<file path="src/rtcal_pkg.sv">
// Shared constants for the alarm compare and seconds trim block
package rtcal_pkg;

  // ----------------------------------------
  // Register byte offsets
  // ----------------------------------------
  localparam logic [7:0] OFF_ALM_YRMON = 8'h00;
  localparam logic [7:0] OFF_ALM_DAY = 8'h04;
  localparam logic [7:0] OFF_ALM_HM = 8'h08;
  localparam logic [7:0] OFF_ALM_SEC = 8'h0c;
  localparam logic [7:0] OFF_INT_STATUS = 8'h10;
  localparam logic [7:0] OFF_INT_MASK = 8'h14;
  localparam logic [7:0] OFF_CONTROL = 8'h18;

  // Decoded register index
  localparam logic [2:0] IDX_YRMON = 3'h0;
  localparam logic [2:0] IDX_DAY = 3'h1;
  localparam logic [2:0] IDX_HM = 3'h2;
  localparam logic [2:0] IDX_SEC = 3'h3;
  localparam logic [2:0] IDX_STATUS = 3'h4;
  localparam logic [2:0] IDX_MASK = 3'h5;
  localparam logic [2:0] IDX_CONTROL = 3'h6;
  localparam logic [2:0] IDX_NONE = 3'h7;

  // ----------------------------------------
  // Field positions
  // ----------------------------------------
  localparam int YEAR_LSB = 8;
  localparam int HOUR_LSB = 8;
  localparam int SEC_INC_BIT = 9;
  localparam int SEC_DEC_BIT = 8;
  localparam int CTRL_MATCH_LSB = 2;
  localparam int ST_ALARM_BIT = 0;
  localparam int ST_UNLOCKED_BIT = 1;
  localparam int ST_UNSTABLE_BIT = 2;

  // ----------------------------------------
  // Reset values and unmapped read data
  // ----------------------------------------
  localparam logic [15:0] RST_ALM_YRMON = 16'h0000;
  localparam logic [15:0] RST_ALM_DAY = 16'h0000;
  localparam logic [15:0] RST_ALM_HM = 16'h0000;
  localparam logic [15:0] RST_ALM_SEC = 16'h0000;
  localparam logic [1:0] RST_MATCH_SEL = 2'h0;
  localparam logic [31:0] UNMAPPED_RDATA = 32'hffff_ffff;

  // ----------------------------------------
  // Match select, month wildcard and unlock sequence codes
  // ----------------------------------------
  localparam logic [1:0] MATCH_HMS = 2'h0;
  localparam logic [1:0] MATCH_DAY = 2'h1;
  localparam logic [1:0] MATCH_MONTH = 2'h2;
  localparam logic [1:0] MATCH_YEAR = 2'h3;
  localparam logic [1:0] WE_STEP0 = 2'h0;
  localparam logic [1:0] WE_STEP1 = 2'h1;
  localparam logic [1:0] WE_STEP2 = 2'h3;
  localparam logic [1:0] WE_LOCK = 2'h2;
  localparam logic [3:0] MONTH_NO_MATCH = 4'h0;

  // ----------------------------------------
  // Timing, in seconds-counter updates
  // ----------------------------------------
  localparam logic [3:0] UNLOCK_SECONDS = 4'd2;
  localparam logic [3:0] POR_UNLOCK_SECONDS = 4'd15;

  typedef enum logic [2:0] {
    WP_LOCKED = 3'b000,
    WP_GOT0 = 3'b001,
    WP_GOT1 = 3'b010,
    WP_GOT2 = 3'b011,
    WP_OPEN = 3'b100
  } rtcal_wp_state_type;

endpackage

</file>
<file path="src/rtcal_alarm.sv">
// Alarm registers, alarm compare, seconds trim and write protection
`timescale 1ns/100ps
`default_nettype none

module rtcal_alarm (
  // Clock and reset
  input wire logic CLK_SYS_I,
  input wire logic RST_I,
  input wire logic SW_RESET_I,
  // APB slave
  input wire logic PSEL_I,
  input wire logic PENABLE_I,
  input wire logic PWRITE_I,
  input wire logic [7:0] PADDR_I,
  input wire logic [31:0] PWDATA_I,
  output logic [31:0] PRDATA_O,
  output logic PREADY_O,
  output logic PSLVERR_O,
  // Running counters
  input wire logic [7:0] YEAR_CNT_I,
  input wire logic [3:0] MONTH_CNT_I,
  input wire logic [4:0] DAY_CNT_I,
  input wire logic [4:0] HOUR_CNT_I,
  input wire logic [5:0] MIN_CNT_I,
  input wire logic [5:0] SEC_CNT_I,
  input wire logic SEC_UPDATE_I,
  input wire logic COUNTERS_UNSTABLE_I,
  // Seconds trim, alarm and write-protection outputs
  output logic SECONDS_PLUS_ONE_O,
  output logic SECONDS_MINUS_ONE_O,
  output logic ALARM_EVENT_O,
  output logic WRITE_UNLOCKED_O,
  output logic IRQ_O
);

  // ----------------------------------------
  // Address decode
  // ----------------------------------------
  function automatic logic [2:0] reg_index(input logic [7:0] addr);
    case (addr)
      rtcal_pkg::OFF_ALM_YRMON: reg_index = rtcal_pkg::IDX_YRMON;
      rtcal_pkg::OFF_ALM_DAY: reg_index = rtcal_pkg::IDX_DAY;
      rtcal_pkg::OFF_ALM_HM: reg_index = rtcal_pkg::IDX_HM;
      rtcal_pkg::OFF_ALM_SEC: reg_index = rtcal_pkg::IDX_SEC;
      rtcal_pkg::OFF_INT_STATUS: reg_index = rtcal_pkg::IDX_STATUS;
      rtcal_pkg::OFF_INT_MASK: reg_index = rtcal_pkg::IDX_MASK;
      rtcal_pkg::OFF_CONTROL: reg_index = rtcal_pkg::IDX_CONTROL;
      default: reg_index = rtcal_pkg::IDX_NONE;
    endcase
  endfunction

  // ----------------------------------------
  // Declarations
  // ----------------------------------------
  logic [7:0] alm_year_reg;
  logic [3:0] alm_month_reg;
  logic [4:0] alm_day_reg;
  logic [4:0] alm_hour_reg;
  logic [5:0] alm_min_reg;
  logic [5:0] alm_sec_reg;
  logic [1:0] match_sel_reg;
  logic status_alarm_reg;
  logic mask_alarm_reg;
  logic match_prev_reg;
  logic [3:0] lock_timer_reg;
  rtcal_pkg::rtcal_wp_state_type wp_state_reg;
  rtcal_pkg::rtcal_wp_state_type wp_state_next;
  logic match_now;
  logic [2:0] idx;
  logic access_done;
  logic wr_done;
  logic rd_done;
  logic unlocked;
  logic protected_idx;
  logic wr_allowed;
  logic [1:0] we_code;
  logic alarm_hit;
  logic [31:0] rdata_next;
  logic err_next;

  assign idx = reg_index(PADDR_I);
  // The edge where the master samples pready high
  assign access_done = PSEL_I && PENABLE_I && PREADY_O;
  assign wr_done = access_done && PWRITE_I;
  assign rd_done = access_done && !PWRITE_I;
  assign unlocked = (wp_state_reg == rtcal_pkg::WP_OPEN);
  assign protected_idx = (idx != rtcal_pkg::IDX_STATUS) && (idx != rtcal_pkg::IDX_NONE);
  // Control write-enable code is never blocked; everything else needs unlock
  assign wr_allowed = wr_done && unlocked;
  assign we_code = PWDATA_I[1:0];

  // ----------------------------------------
  // APB answer, one wait state
  // ----------------------------------------
  always_comb begin
    rdata_next = '0;
    err_next = 1'b0;
    case (idx)
      rtcal_pkg::IDX_YRMON: rdata_next[15:0] = {alm_year_reg, 4'h0, alm_month_reg};
      rtcal_pkg::IDX_DAY: rdata_next[4:0] = alm_day_reg;
      rtcal_pkg::IDX_HM: rdata_next[15:0] = {3'h0, alm_hour_reg, 2'h0, alm_min_reg};
      rtcal_pkg::IDX_SEC: rdata_next[5:0] = alm_sec_reg;
      rtcal_pkg::IDX_STATUS: begin
        rdata_next[rtcal_pkg::ST_ALARM_BIT] = status_alarm_reg;
        rdata_next[rtcal_pkg::ST_UNLOCKED_BIT] = unlocked;
        rdata_next[rtcal_pkg::ST_UNSTABLE_BIT] = COUNTERS_UNSTABLE_I;
      end
      rtcal_pkg::IDX_MASK: rdata_next[rtcal_pkg::ST_ALARM_BIT] = mask_alarm_reg;
      rtcal_pkg::IDX_CONTROL: rdata_next[3:2] = match_sel_reg;
      default: begin
        rdata_next = rtcal_pkg::UNMAPPED_RDATA;
        err_next = 1'b1;
      end
    endcase
    // Locked writes are refused and flagged, except writes to the control and status registers, which are never flagged
    if (PWRITE_I && !unlocked && protected_idx && (idx != rtcal_pkg::IDX_CONTROL)) begin
      err_next = 1'b1;
    end
    if (PWRITE_I) begin
      rdata_next = '0;
    end
  end

  always_ff @(posedge CLK_SYS_I) begin
    if (RST_I) begin
      PREADY_O <= 1'b0;
      PSLVERR_O <= 1'b0;
      PRDATA_O <= '0;
    end else if (PSEL_I && PENABLE_I && !PREADY_O) begin
      PREADY_O <= 1'b1;
      PSLVERR_O <= err_next;
      PRDATA_O <= rdata_next;
    end else begin
      PREADY_O <= 1'b0;
      PSLVERR_O <= 1'b0;
    end
  end

  // ----------------------------------------
  // Alarm setting registers
  // ----------------------------------------
  always_ff @(posedge CLK_SYS_I) begin
    if (RST_I || SW_RESET_I) begin
      {alm_year_reg, alm_month_reg} <= {rtcal_pkg::RST_ALM_YRMON[15:8],
                                        rtcal_pkg::RST_ALM_YRMON[3:0]};
      alm_day_reg <= rtcal_pkg::RST_ALM_DAY[4:0];
      alm_hour_reg <= rtcal_pkg::RST_ALM_HM[12:8];
      alm_min_reg <= rtcal_pkg::RST_ALM_HM[5:0];
      alm_sec_reg <= rtcal_pkg::RST_ALM_SEC[5:0];
    end else if (wr_allowed) begin
      case (idx)
        rtcal_pkg::IDX_YRMON: begin
          alm_year_reg <= PWDATA_I[rtcal_pkg::YEAR_LSB +: 8];
          alm_month_reg <= PWDATA_I[3:0];
        end
        rtcal_pkg::IDX_DAY: alm_day_reg <= PWDATA_I[4:0];
        rtcal_pkg::IDX_HM: begin
          alm_hour_reg <= PWDATA_I[rtcal_pkg::HOUR_LSB +: 5];
          alm_min_reg <= PWDATA_I[5:0];
        end
        rtcal_pkg::IDX_SEC: alm_sec_reg <= PWDATA_I[5:0];
        default: ;
      endcase
    end
  end

  // ----------------------------------------
  // Seconds trim pulses
  // ----------------------------------------
  // Each pulse lasts one cycle; software is expected to have checked the
  // counters-unstable flag first, so no second boundary is raced here
  always_ff @(posedge CLK_SYS_I) begin
    if (RST_I) begin
      SECONDS_PLUS_ONE_O <= 1'b0;
      SECONDS_MINUS_ONE_O <= 1'b0;
    end else begin
      SECONDS_PLUS_ONE_O <= wr_allowed && (idx == rtcal_pkg::IDX_SEC) &&
                            PWDATA_I[rtcal_pkg::SEC_INC_BIT];
      SECONDS_MINUS_ONE_O <= wr_allowed && (idx == rtcal_pkg::IDX_SEC) &&
                             PWDATA_I[rtcal_pkg::SEC_DEC_BIT];
    end
  end

  // ----------------------------------------
  // Match select
  // ----------------------------------------
  always_ff @(posedge CLK_SYS_I) begin
    if (RST_I || SW_RESET_I) begin
      match_sel_reg <= rtcal_rst_match();
    end else if (wr_allowed && (idx == rtcal_pkg::IDX_CONTROL)) begin
      match_sel_reg <= PWDATA_I[rtcal_pkg::CTRL_MATCH_LSB +: 2];
    end
  end

  function automatic logic [1:0] rtcal_rst_match();
    rtcal_rst_match = rtcal_pkg::RST_MATCH_SEL;
  endfunction

  // ----------------------------------------
  // Write protection
  // ----------------------------------------
  always_comb begin
    wp_state_next = wp_state_reg;
    if (wr_done && (idx == rtcal_pkg::IDX_CONTROL)) begin
      case (wp_state_reg)
        rtcal_pkg::WP_LOCKED:
          wp_state_next = (we_code == rtcal_pkg::WE_STEP0) ? rtcal_pkg::WP_GOT0
                                                           : rtcal_pkg::WP_LOCKED;
        rtcal_pkg::WP_GOT0: begin
          if (we_code == rtcal_pkg::WE_STEP1) begin
            wp_state_next = rtcal_pkg::WP_GOT1;
          end else if (we_code == rtcal_pkg::WE_STEP0) begin
            wp_state_next = rtcal_pkg::WP_GOT0;
          end else begin
            wp_state_next = rtcal_pkg::WP_LOCKED;
          end
        end
        rtcal_pkg::WP_GOT1: begin
          if (we_code == rtcal_pkg::WE_STEP2) begin
            wp_state_next = rtcal_pkg::WP_GOT2;
          end else if (we_code == rtcal_pkg::WE_STEP0) begin
            wp_state_next = rtcal_pkg::WP_GOT0;
          end else begin
            wp_state_next = rtcal_pkg::WP_LOCKED;
          end
        end
        rtcal_pkg::WP_GOT2: begin
          if (we_code == rtcal_pkg::WE_LOCK) begin
            wp_state_next = rtcal_pkg::WP_OPEN;
          end else if (we_code == rtcal_pkg::WE_STEP0) begin
            wp_state_next = rtcal_pkg::WP_GOT0;
          end else begin
            wp_state_next = rtcal_pkg::WP_LOCKED;
          end
        end
        rtcal_pkg::WP_OPEN:
          wp_state_next = (we_code == rtcal_pkg::WE_LOCK) ? rtcal_pkg::WP_LOCKED
                                                          : rtcal_pkg::WP_OPEN;
        default: wp_state_next = rtcal_pkg::WP_LOCKED;
      endcase
    end
    // Automatic relock once the window of seconds runs out
    if (unlocked && SEC_UPDATE_I && (lock_timer_reg == 4'd1) &&
        (wp_state_next == rtcal_pkg::WP_OPEN)) begin
      wp_state_next = rtcal_pkg::WP_LOCKED;
    end
  end

  // Power-up opens a longer window so boot code can configure without unlocking
  always_ff @(posedge CLK_SYS_I) begin
    if (RST_I) begin
      wp_state_reg <= rtcal_pkg::WP_OPEN;
      lock_timer_reg <= rtcal_pkg::POR_UNLOCK_SECONDS;
    end else begin
      wp_state_reg <= wp_state_next;
      if (!unlocked && (wp_state_next == rtcal_pkg::WP_OPEN)) begin
        lock_timer_reg <= rtcal_pkg::UNLOCK_SECONDS;
      end else if (unlocked && SEC_UPDATE_I && (lock_timer_reg != 4'd0)) begin
        lock_timer_reg <= lock_timer_reg - 4'd1;
      end
    end
  end

  always_ff @(posedge CLK_SYS_I) begin
    if (RST_I) begin
      WRITE_UNLOCKED_O <= 1'b1;
    end else begin
      WRITE_UNLOCKED_O <= (wp_state_next == rtcal_pkg::WP_OPEN);
    end
  end

  // ----------------------------------------
  // Alarm compare
  // ----------------------------------------
  rtcal_match rtcal_match_i (
    .match_sel_i(match_sel_reg),
    .alm_year_i(alm_year_reg),
    .alm_month_i(alm_month_reg),
    .alm_day_i(alm_day_reg),
    .alm_hour_i(alm_hour_reg),
    .alm_min_i(alm_min_reg),
    .alm_sec_i(alm_sec_reg),
    .cnt_year_i(YEAR_CNT_I),
    .cnt_month_i(MONTH_CNT_I),
    .cnt_day_i(DAY_CNT_I),
    .cnt_hour_i(HOUR_CNT_I),
    .cnt_min_i(MIN_CNT_I),
    .cnt_sec_i(SEC_CNT_I),
    .match_o(match_now)
  );

  // Only a fresh match counts, so a held time does not retrigger
  assign alarm_hit = SEC_UPDATE_I && match_now && !match_prev_reg;

  always_ff @(posedge CLK_SYS_I) begin
    if (RST_I || SW_RESET_I) begin
      match_prev_reg <= 1'b0;
      ALARM_EVENT_O <= 1'b0;
    end else begin
      if (SEC_UPDATE_I) begin
        match_prev_reg <= match_now;
      end
      ALARM_EVENT_O <= alarm_hit;
    end
  end

  // ----------------------------------------
  // Interrupt status and mask
  // ----------------------------------------
  // A hit in the same cycle as the clearing read keeps the bit set
  always_ff @(posedge CLK_SYS_I) begin
    if (RST_I || SW_RESET_I) begin
      status_alarm_reg <= 1'b0;
    end else if (alarm_hit) begin
      status_alarm_reg <= 1'b1;
    end else if (rd_done && (idx == rtcal_pkg::IDX_STATUS)) begin
      status_alarm_reg <= 1'b0;
    end
  end

  always_ff @(posedge CLK_SYS_I) begin
    if (RST_I || SW_RESET_I) begin
      mask_alarm_reg <= 1'b0;
    end else if (wr_allowed && (idx == rtcal_pkg::IDX_MASK)) begin
      mask_alarm_reg <= PWDATA_I[rtcal_pkg::ST_ALARM_BIT];
    end
  end

  always_ff @(posedge CLK_SYS_I) begin
    if (RST_I || SW_RESET_I) begin
      IRQ_O <= 1'b0;
    end else begin
      IRQ_O <= status_alarm_reg && mask_alarm_reg;
    end
  end

endmodule

`default_nettype wire

</file>
<file path="src/rtcal_match.sv">
// Alarm-to-counter comparator with selectable match depth
`timescale 1ns/100ps
`default_nettype none

module rtcal_match (
  // Match depth
  input wire logic [1:0] match_sel_i,
  // Alarm settings
  input wire logic [7:0] alm_year_i,
  input wire logic [3:0] alm_month_i,
  input wire logic [4:0] alm_day_i,
  input wire logic [4:0] alm_hour_i,
  input wire logic [5:0] alm_min_i,
  input wire logic [5:0] alm_sec_i,
  // Running counters
  input wire logic [7:0] cnt_year_i,
  input wire logic [3:0] cnt_month_i,
  input wire logic [4:0] cnt_day_i,
  input wire logic [4:0] cnt_hour_i,
  input wire logic [5:0] cnt_min_i,
  input wire logic [5:0] cnt_sec_i,
  // Result
  output logic match_o
);

  logic hms_eq;
  logic day_eq;
  logic month_eq;
  logic year_eq;

  assign hms_eq = (alm_sec_i == cnt_sec_i) && (alm_min_i == cnt_min_i) &&
                  (alm_hour_i == cnt_hour_i);
  assign day_eq = (alm_day_i == cnt_day_i);
  // A zero month setting skips the month compare
  assign month_eq = (alm_month_i == rtcal_pkg::MONTH_NO_MATCH) ||
                    (alm_month_i == cnt_month_i);
  // Signed offsets compare bit for bit
  assign year_eq = (alm_year_i == cnt_year_i);

  always_comb begin
    case (match_sel_i)
      rtcal_pkg::MATCH_HMS: match_o = hms_eq;
      rtcal_pkg::MATCH_DAY: match_o = hms_eq && day_eq;
      rtcal_pkg::MATCH_MONTH: match_o = hms_eq && day_eq && month_eq;
      rtcal_pkg::MATCH_YEAR: match_o = hms_eq && day_eq && month_eq && year_eq;
      default: match_o = 1'b0;
    endcase
  end

endmodule

`default_nettype wire

</file>
<file path="config.mk">
export PLATFORM = sky130hd
export DESIGN_NAME = rtcal_alarm
export DESIGN_NICKNAME = d
export VERILOG_FILES = /design/src/rtcal_pkg.sv /design/src/rtcal_alarm.sv /design/src/rtcal_match.sv
export SDC_FILE = /design/constraint.sdc
export NUM_CORES = 1
export LEC_CHECK = 0
export ABC_AREA = 1
export BUFFER_PORTS_ARGS = -buffer_cell sky130_fd_sc_hd__buf_4
export CELL_PAD_IN_SITES_DETAIL_PLACEMENT = 0
export CELL_PAD_IN_SITES_GLOBAL_PLACEMENT = 1
export CORE_MARGIN = 10
export CORE_UTILIZATION = 32
export CTS_CLUSTER_SIZE = 25
export DETAILED_ROUTE_END_ITERATION = 6
export GPL_ROUTABILITY_DRIVEN = 0
export MAX_ROUTING_LAYER = met4
export PLACE_DENSITY_LB_ADDON = 0.1
export SLEW_MARGIN = 20
export SYNTH_ARGS = -nofsm -noshare
export SYNTH_HDL_FRONTEND = slang
export SYNTH_SLANG_ARGS = --single-unit
</file>
<file path="constraint.sdc">
create_clock -name CLK_SYS_I -period 1.4 [get_ports CLK_SYS_I]
set_input_delay 0.14 -clock CLK_SYS_I [delete_from_list [all_inputs] [get_ports CLK_SYS_I]]
set_output_delay 0.14 -clock CLK_SYS_I [all_outputs]
set_load 0.005 [all_outputs]
</file>
==> results of run 1 <==
## placed cells by master, fill, tap and decap left out, types with 7 or more instances in the layout
| cell type | count |
|---|---|
| o21ai_1 | 10 |
| buf_4 | 152 |
| dfxtp_1 | 63 |
| xnor2_1 | 17 |
| inv_1 | 56 |
| xor2_1 | 7 |
| nand2_1 | 124 |
| nand3_1 | 18 |
| nor2_1 | 57 |
| ha_1 | 7 |
| nor2_4 | 8 |
| nand4_1 | 7 |
| nor2_2 | 10 |
| clkbuf_16 | 9 |
| inv_2 | 18 |
| o21ai_0 | 41 |
| a21oi_1 | 41 |
## through the flow
| stage | cell area [um^2] | std cells | TNS, ns | hold WS (ns) |
|---|---|---|---|---|
| after floorplan | 3770 | 551 | 0 | 0.217 |
| after global placement | 4910 | 817 | -1.14 | 0.365 |
| after detailed placement | 4910 | 817 | -1.71 | 0.374 |
| after CTS | 5200 | 832 | 0 | 0.0198 |
| after global routing | 5260 | 836 | -1.94 | 0.0288 |
| final | 5260 | 836 | 0 | 0.0299 |
## area by class of cell
cell class	instances	area share [%]
sequential	69	26.4
clock buffer	12	4.49
inverter	74	5.28
timing repair buffer	156	22.6
multi-input combinational	380	37.6
clock inverter	2	0.238
tap	143	3.40
## final timing paths
check / start / to / slack (ns) / depth (start not counted)
setup / recovery: wp_state_reg[1] / alm_min_reg[5] / 0.01 / 8
hold / removal: PWDATA_I[13] / alm_year_reg[5] / 0.03 / 3
setup reg to reg: wp_state_reg[1] / alm_min_reg[5] / 0.01 / 8
hold reg to reg: mask_alarm_reg / IRQ_O / 0.46 / 2
## logic make-up after synthesis
| logic type | Yosys count | synth area share, % |
|---|---|---|
| AOI/OAI and AO/OA | 106 | 14.8 |
| xor gates and xnor gates | 24 | 5.58 |
| adders and majority gates | 7 | 2.32 |
| buffers and inverters | 102 | 12.4 |
| DFF | 69 | 36.7 |
| and+or+nand+nor | 243 | 28.3 |
## power by group through the flow
stage                     clock, uW  sequential (uW)  combinational [uW]
after global placement            0             2060                 536
after global routing           2120             2020                 608
final                          1990             2020                 545
after CTS                      2050             2020                 541
after floorplan                   0             2060                 236
after detailed placement          0             2060                 539
## worst max-delay path: cells and delay by family (launching register included)
| kind | cells | cell delay [ns] |
|---|---|---|
| AND/OR/NAND/NOR | 3 | 0.39 |
| flip-flops | 1 | 0.32 |
| buffers and inverters | 3 | 0.32 |
| AO/OA/AOI/OAI | 2 | 0.23 |
## metal layers
layer | vias up | global-route usage (%) | wire (um)
li1 | 2017 | - | -
met1 | 1701 | 20.1 | 6140
met2 | 117 | 21.9 | 5250
met3 | 12 | 4.27 | 813
met4 | 0 | 5.24 | 171
met5 | - | - | 0
## timing repair
| item | in CTS | in global routing |
|---|---|---|
| gates cloned | 0 | 1 |
| hold buffers | 0 | 0 |
| setup endpoints to repair | 9 | 53 |
| setup buffers | 1 | 3 |
| pin swaps | 4 | 13 |
| resized for setup | 14 | 25 |
==> results.tsv, run 1 <==
stage	metric	value	unit
placement	numPortBuffers	102	
sta	period_minus_slack	1.39	ns
floorplanning	ios	121	
placement	dp_hpwl	9760	um
sta	finalSetupViolCount	0	
critical_path	critical_path_class	register to register	
drt	ant_nets	0	
power	p_leak	0.00242	uW
clock_network	cts_buffer_depth	2	
clock_network	cts_tree	built	
sta	hold_viol_final	0	
sta	slew_headroom	68.5	%
power	switchingPower	1100	uW
synth	synth-seq-cells	69	
floorplanning	start_util	32.9	%
layout	regArea	1390	um^2
drt	drt-total-wl	12400	um
power	power.density	865	nW/um^2
synth	synth-edff-count	0	
power	report.power.total	4550	uW
drt	vias	3847	
synth	synth_top_area_share	36.7	%
critical_path	cp_max_fo	13	
min_path	worst_hold_path_type	primary input to register	
floorplanning	die_w	129	um
clock_network	htree_levels	3	
floorplanning	die_y	129	um
layout	antennaDiodeCount	0	
synth	ys_warn_count	0	
critical_path	crit_top_cell	inv_2	
drt	drtIter0Drc	240	
clock_network	cts_root_buffer	clkbuf_16	
layout	syn_to_final_growth	39.7	%
synth	synthTopCellsByCount	nand2_1, dfxtp_1, nor2_1	
global_routing	grt_start_max_net_pins	39	
synth	synthCells	551	
drt	drtPass1Iterations	4	
run_status	status	finished clean	
sta	setup_ws	0.0127	ns
critical_path	path_cells	inv_2 -> nand3_2 -> nor2_1 -> inv_2 -> nor2_4 -> inv_2 -> o21ai_0 -> a21oi_1	
floorplanning	dieArea	16500	um^2
layout	largest_reg_flops	16	
layout	multi_input_area	1980	um^2
clock_network	insertion_delay	0.34	ns
layout	final_util	45.9	%
synth	synth.distinct_cells	29	
power	power.internal	3460	uW
floorplanning	core-area	11500	um^2
power	pwr-share-seq	44.3	%
sta	max_freq	0.721	GHz
critical_path	setup.worst_path.end_class	register	
critical_path	crit_slowest_cell	dfxtp_2	
critical_path	start_kind	register	
synth	synth_top_area_cell	dfxtp_1	
floorplanning	num_rows	39	
run	cap_violations	0	
synth	synthArstFlopShare	0	%
power	ir_drop	0.568	mV
clock_network	cts.sinks	69	
critical_path	max_stage_delay	0.32	ns
sta	rsz0062_at_grt	true	
drt	avgRoutedWirePerCell	14.8	um
global_routing	grtUsageTotal	15.3	%
clock_network	cts_inserted_buffers	9	
layout	n_fill_cell	1201	
synth	yosysMostFrequentCell	nand2_1	
sta	worst_slew_pin_slew	0.471	ns
global_routing	antenna_found_initial	0	
drt	drc_errors	0	
global_routing	grt_overflow	0	
clock_network	cts.reportedPaths.clkPinSlew	0.06	ns
global_routing	grt_pass1_wl	19400	um
synth	synth.area.top_cells	dfxtp_1, nand2_1, nor2_1	
global_routing	grt_pass1_vias	3772	
power	p_clk_share	43.7	%
sta	clock_skew	0.00833	ns
synth	syn_nets	640	
synth	synth-main-ff-cell	dfxtp_1	
drt	vias_per_cell	4.60	
synth	avgSynthCellArea	6.84	um^2
sta	finalMaxSlewViolations	0	
layout	drive_gt1_share	32.5	%
sta	finalCritPeriodShare	99.1	%
placement	pre_cts_slack	-0.157	ns
synth	syn_area	3770	um^2
synth	yosysSeqAreaShare	36.7	%
critical_path	worst_ep_arrival_time	1.61	ns
layout	num-nets-final	779	
critical_path	required	1.62	ns
power	switching_share	24.1	%
power	combinationalPowerShare	12.0	%
(Power assumes the default switching activity.)
==> inputs of run 2 (changes only) <==
--- a/config.mk
+++ b/config.mk
@@ -8,9 +8,9 @@
 export ABC_AREA = 1
 export BUFFER_PORTS_ARGS = -buffer_cell sky130_fd_sc_hd__buf_4
 export CELL_PAD_IN_SITES_DETAIL_PLACEMENT = 0
-export CELL_PAD_IN_SITES_GLOBAL_PLACEMENT = 1
+export CELL_PAD_IN_SITES_GLOBAL_PLACEMENT = 2
 export CORE_MARGIN = 10
-export CORE_UTILIZATION = 32
+export CORE_UTILIZATION = 24
 export CTS_CLUSTER_SIZE = 25
 export DETAILED_ROUTE_END_ITERATION = 6
 export GPL_ROUTABILITY_DRIVEN = 0
==> run 2 against run 1 <==
Compared with the run above: power is 11% higher; via count up 0.73%; global-route usage down 2.1 points; core utilization is 9.3 points lower; wire length up 11%; register-to-register slack better by 0.03 ns.
==> results.tsv, run 2 (same netlist as run 1, synthesis figures left out) <==
stage	metric	value	unit	change
layout	syn_to_final_growth	48.8	%	
critical_path	crit_slowest_cell	dfxtp_2		
power	ir_drop	0.598	mV	+5.3%
layout	n_fill_cell	1656		+38%
critical_path	critical_path_class	register to register		
drt	drc_errors	0		unchanged
drt	vias_per_cell	4.23		-8.0%
sta	finalMaxSlewViolations	0		unchanged
sta	holdWs	0.0267	ns	-0.00322 ns
floorplanning	core-area	15300	um^2	+34%
critical_path	r2r_slack	0.05	ns	+0.03 ns
clock_network	cts_hold_buffers	0		unchanged
critical_path	path_cells	inv_2 -> nand2_1 -> o21ai_1 -> nor2_1 -> nand2_1 -> nor2_1 -> nand3_2 -> nor2_4 -> nand3_2 -> nand2_1		
floorplanning	dieArea	21100	um^2	+28%
global_routing	grtUsageTotal	13.1	%	-2.1 points
drt	vias	3875		+0.73%
sta	worst_slew_pin_slew	0.389	ns	-0.0822 ns
global_routing	antenna_found_initial	0		unchanged
run	cap_violations	0		unchanged
sta	finalSetupViolCount	0		unchanged
critical_path	crit_top_cell	nand2_1		
clock_network	cts.sinks	69		unchanged
clock_network	cts_root_buffer	clkbuf_16		
floorplanning	die_w	145	um	+13%
clock_network	insertion_delay	0.34	ns	about the same
global_routing	grt_pass1_vias	3857		+2.3%
min_path	worst_hold_path_type	primary input to register		
global_routing	grt_start_max_net_pins	39		unchanged
layout	num-nets-final	788		+1.2%
power	report.power.total	5070	uW	+11%
sta	period_minus_slack	1.35	ns	-0.0330 ns
sta	rsz0062_at_grt	true		
floorplanning	start_util	24.6	%	-8.3 points
layout	drive_gt1_share	36.4	%	+3.9 points
layout	final_cell_mix	buf_4, nand2_1, dfxtp_1		
power	power.density	905	nW/um^2	+4.6%
layout	layout_commonest_cell	buf_4		
sta	clock_skew	0.00420	ns	-0.00412 ns
clock_network	cts_inserted_buffers	9		unchanged
clock_network	htree_levels	3		unchanged
placement	dp_hpwl	11100	um	+13%
drt	drtIter0Drc	160		-33%
drt	drt-total-wl	13700	um	+11%
sta	slew_headroom	74.1	%	+5.5 points
critical_path	required	1.68	ns	+0.06 ns
layout	antennaDiodeCount	0		unchanged
critical_path	worst_ep_arrival_time	1.63	ns	+0.02 ns
drt	ant_nets	0		unchanged
power	p_leak	0.00252	uW	+4.3%
sta	finalCritPeriodShare	96.7	%	-2.4 points
run_status	status	finished clean		
floorplanning	ios	121		unchanged
sta	hold_viol_final	0		unchanged
floorplanning	num_rows	45		+15%
drt	drtPass1Iterations	4		unchanged
placement	numPortBuffers	102		unchanged
critical_path	max_stage_delay	0.36	ns	+0.04 ns
critical_path	setup.worst_path.end_class	register		
drt	avgRoutedWirePerCell	15.0	um	+1.3%
layout	largest_reg_flops	16		unchanged
global_routing	grt_pass1_wl	21400	um	+9.9%
sta	max_freq	0.738	GHz	+2.4%
clock_network	cts.reportedPaths.clkPinSlew	0.06	ns	about the same
floorplanning	die_y	145	um	+13%
clock_network	cts_buffer_depth	2		unchanged
layout	final_util	36.6	%	-9.3 points
global_routing	grt_overflow	0		unchanged
critical_path	cp_max_fo	3		-10
critical_path	start_kind	register		
clock_network	cts_tree	built		
-- run 2: cell types whose count changed in the layout (fill, tap and decap cells not counted), sizes merged --
cell	before	now
buf	156	165
clkbuf	12	11
bufinv	0	2
inv	74	75
-- run 2: path summary, 6_finish.rpt --
kind,startpoint,to,depth (start not counted)
setup / recovery,alm_min_reg[3],status_alarm_reg,10
hold / removal,PWDATA_I[13],alm_year_reg[5],3
setup reg to reg,alm_min_reg[3],status_alarm_reg,10
hold reg to reg,mask_alarm_reg,IRQ_O,2
-- run 2: repair_timing --
action	CTS	global route
pin swaps	6	19
endpoints found under the setup margin	40	71
setup buffers	1	4
resized for setup	13	71
-- run 2: critical path: cells and delay by family, from the launching register on --
| kind | cells | cell delay, ns |
|---|---|---|
| AND/OR/NAND/NOR | 8 | 0.82 |
| AO/OA/AOI/OAI | 1 | 0.06 |
| flip-flops | 1 | 0.36 |
| buffers and inverters | 1 | 0.04 |
-- run 2: metrics by stage --
stage / worst slack [ns] / setup TNS [ns] / cell area [um^2] / cells
after floorplan: 0.0000588 / 0 / 3770 / 551
after global placement: -0.131 / -2.53 / 5060 / 894
after detailed placement: -0.127 / -2.49 / 5060 / 894
after CTS: -0.00975 / -0.0164 / 5430 / 911
after global routing: -0.0636 / -0.486 / 5610 / 915
final: 0.0457 / 0 / 5610 / 915
-- run 2: layout make-up --
cell class                 instances  area (um^2)  share of cell area [%]
multi-input combinational        380         2040                    36.4
tap                              211          264                    4.71
sequential                        69         1400                    25.0
clock inverter                     5         81.3                    1.45
timing repair buffer             165         1280                    22.9
inverter                          74          298                    5.31
clock buffer                      11          243                    4.33
-- run 2: where the power goes --
part / internal [uW] / switching [uW] / total (uW)
clock network: 1610 / 886 / 2500
logic: 291 / 272 / 563
registers: 1990 / 23.2 / 2010
-- run 2: metal layers --
layer	GRT usage [%]	wire length, um
met2	18.2	5780
met5	-	0
met3	2.76	583
met4	5.36	265
met1	18.1	7090
==> inputs of run 3 (changes only) <==
--- a/config.mk
+++ b/config.mk
@@ -9,6 +9,7 @@
 export BUFFER_PORTS_ARGS = -buffer_cell sky130_fd_sc_hd__buf_4
 export CELL_PAD_IN_SITES_DETAIL_PLACEMENT = 0
 export CELL_PAD_IN_SITES_GLOBAL_PLACEMENT = 2
+export CORE_ASPECT_RATIO = 1.1
 export CORE_MARGIN = 10
 export CORE_UTILIZATION = 24
 export CTS_CLUSTER_SIZE = 25
==> run 3 against run 2 <==
Compared with the run above: sequential cell count unchanged; fmax down 0.29%; non-clock buffer count up 5; sequential power about the same; register-to-register slack about the same; setup slack worse by 0.0039 ns; largest power group unchanged; worst hold slack better by 0.0030 ns; global-route usage down 0.096 points; first-iteration DRC count down 7.5%; cell count down 1.3%; clock power down 11%.
==> results.tsv, run 3 (same netlist as run 1, synthesis figures left out) <==
stage	metric	value	unit	change
global_routing	use_met1	17.2	%	-0.91 points
sta	finalSetupViolCount	0		unchanged
sta	worst_slew_pin_slew	0.384	ns	-0.00503 ns
sta	clock_skew	0.00492	ns	+0.000720 ns
power	power.density	862	nW/um^2	-4.8%
global_routing	grtUsageTotal	13.0	%	-0.096 points
clock_network	cts_buffer_depth	2		unchanged
clock_network	cts_hold_buffers	0		unchanged
power	pwr-share-seq	42.0	%	+2.3 points
clock_network	cts_tree	built		
global_routing	grt.busiest_layer	met2		
floorplanning	num_rows	47		+4.4%
power	p_clk_share	46.3	%	-2.9 points
drt	drtPass1Iterations	4		unchanged
drt	ant_nets	0		unchanged
clock_network	htree_levels	3		unchanged
layout	regArea	1390	um^2	-0.45%
clock_network	insertion_delay	0.34	ns	about the same
drt	drt-total-wl	13600	um	-1.0%
critical_path	start_kind	register		
layout	n_fill_cell	1663		+0.42%
critical_path	rr_endpoint	alm_year_reg[0]		
sta	slew_headroom	74.4	%	+0.34 points
floorplanning	start_util	24.7	%	+0.14 points
global_routing	grt_pass1_vias	3865		+0.21%
power	ir_drop	0.460	mV	-23%
floorplanning	ios	121		unchanged
critical_path	rr_worst_depth	8		-2
layout	antennaDiodeCount	0		unchanged
sta	finalCritPeriodShare	97.0	%	+0.28 points
layout	drive_gt1_share	36.5	%	+0.13 points
sta	finalMaxSlewViolations	0		unchanged
critical_path	r2r_slack	0.04	ns	about the same
critical_path	cp_max_fo	9		+6
power	power.internal	3640	uW	-6.5%
global_routing	use_met2	19.4	%	+1.2 points
layout	final_cell_mix	buf_4, nand2_1, dfxtp_1		
layout	num-nets-final	793		+0.63%
global_routing	antenna_found_initial	0		unchanged
critical_path	setup.worst_path.end_class	register		
run	cap_violations	0		unchanged
critical_path	critical_path_class	register to register		
layout	syn_to_final_growth	47.8	%	
critical_path	crit_start	PREADY_O		
layout	layout_commonest_cell	buf_4		
layout	multi_input_area	2050	um^2	+0.61%
drt	drc_errors	0		unchanged
critical_path	worst_ep_arrival_time	1.63	ns	about the same
layout	largest_reg_flops	16		unchanged
clock_network	cts_root_buffer	clkbuf_16		
sta	setup_ws	0.0417	ns	-0.00394 ns
run_status	status	finished clean		
drt	avgRoutedWirePerCell	15.0	um	+0.29%
clock_network	cts.sinks	69		unchanged
min_path	worst_hold_path_type	primary input to register		
drt	vias	3877		+0.052%
global_routing	met3_usage	3.29	%	+0.53 points
drt	drtIter0Drc	148		-7.5%
critical_path	required	1.67	ns	about the same
floorplanning	core-area	15200	um^2	-0.55%
drt	vias_per_cell	4.29		+1.4%
floorplanning	die_w	139	um	-4.0%
placement	dp_hpwl	10900	um	-1.4%
sta	max_freq	0.736	GHz	-0.29%
layout	final_util	36.6	%	about the same
sta	period_minus_slack	1.36	ns	+0.00394 ns
placement	numPortBuffers	102		unchanged
power	switching_share	24.2	%	+0.93 points
power	switchingPower	1160	uW	-1.6%
critical_path	cp-endpoint	alm_year_reg[0]		
global_routing	grt_overflow	0		unchanged
global_routing	grt_pass1_wl	21100	um	-1.2%
clock_network	cts_inserted_buffers	9		unchanged
sta	rsz0062_at_grt	true		
power	combinationalPowerShare	11.7	%	+0.6 points
placement	pre_cts_slack	-0.180	ns	-0.0531 ns
global_routing	grt_start_max_net_pins	39		unchanged
sta	hold_viol_final	0		unchanged
floorplanning	die_y	151	um	+4.2%
floorplanning	dieArea	21100	um^2	about the same
critical_path	reg2reg_from	PREADY_O		
clock_network	cts.reportedPaths.clkPinSlew	0.06	ns	about the same
power	p_leak	0.00253	uW	+0.47%
[run 3: worst min-delay path by stage]
stage | from | to | slack, ns | depth (start not counted)
5_1_grt | PWDATA_I[14] | alm_year_reg[6] | 0.03 | 3
2_1_floorplan | RST_I | SECONDS_MINUS_ONE_O | 0.22 | 1
6_report | PWDATA_I[14] | alm_year_reg[6] | 0.03 | 3
4_1_cts | PWDATA_I[14] | alm_year_reg[6] | 0.02 | 3
3_3_place_gp | PWDATA_I[15] | alm_year_reg[7] | 0.37 | 3
3_5_place_dp | PWDATA_I[14] | alm_year_reg[6] | 0.37 | 3
[run 3: worst max-delay path: stages (launching register included)]
cell and delay [ns]:
dfxtp_2 0.34, nand3_4 0.07, buf_4 0.15, nor2_4 0.10, inv_4 0.09, nor2_4 0.17
buf_6 0.16, o21ai_0 0.07, a21oi_1 0.12
[run 3: power by group through the flow]
stage / clock network, uW / logic (uW) / registers, uW
2_1_floorplan: 0 / 236 / 2060
3_3_place_gp: 0 / 553 / 2060
3_5_place_dp: 0 / 555 / 2060
4_1_cts: 2280 / 559 / 2020
5_1_grt: 2350 / 627 / 2020
6_report: 2220 / 564 / 2020
[run 3: cell type report]
type	count	share of cell area, %
multi-input cells	380	36.8
flip-flops and latches	69	25.0
repair buffers	170	23.5
inverters	74	5.25
well taps	196	4.40
clock buffers	9	4.04
clock inverters	5	0.966
[run 3: through the flow]
stage / std cells / hold slack (ns) / total power (uW) / TNS, ns / instance area (um^2)
finish: 903 / 0.0297 / 4800 / 0 / 5570
global route: 903 / 0.0306 / 5000 / -0.822 / 5570
CTS: 896 / 0.0193 / 4860 / -0.0166 / 5410
detailed placement: 879 / 0.373 / 2620 / -2.38 / 5040
global placement: 879 / 0.366 / 2610 / -2.56 / 5040
floorplan: 551 / 0.217 / 2290 / 0 / 3770
[run 3: repair_timing]
| item | CTS | global route |
|---|---|---|
| setup buffers | 3 | 5 |
| setup endpoints to repair | 34 | 73 |
| resized for setup | 24 | 52 |
| pin swaps | 5 | 21 |
| cloned | 0 | 2 |
[run 3: per-layer routing]
layer,up-vias,share of wire (%)
met3,12,5.5
met2,97,44
met5,-,0
met4,0,0.94
met1,1719,50
li1,2049,-
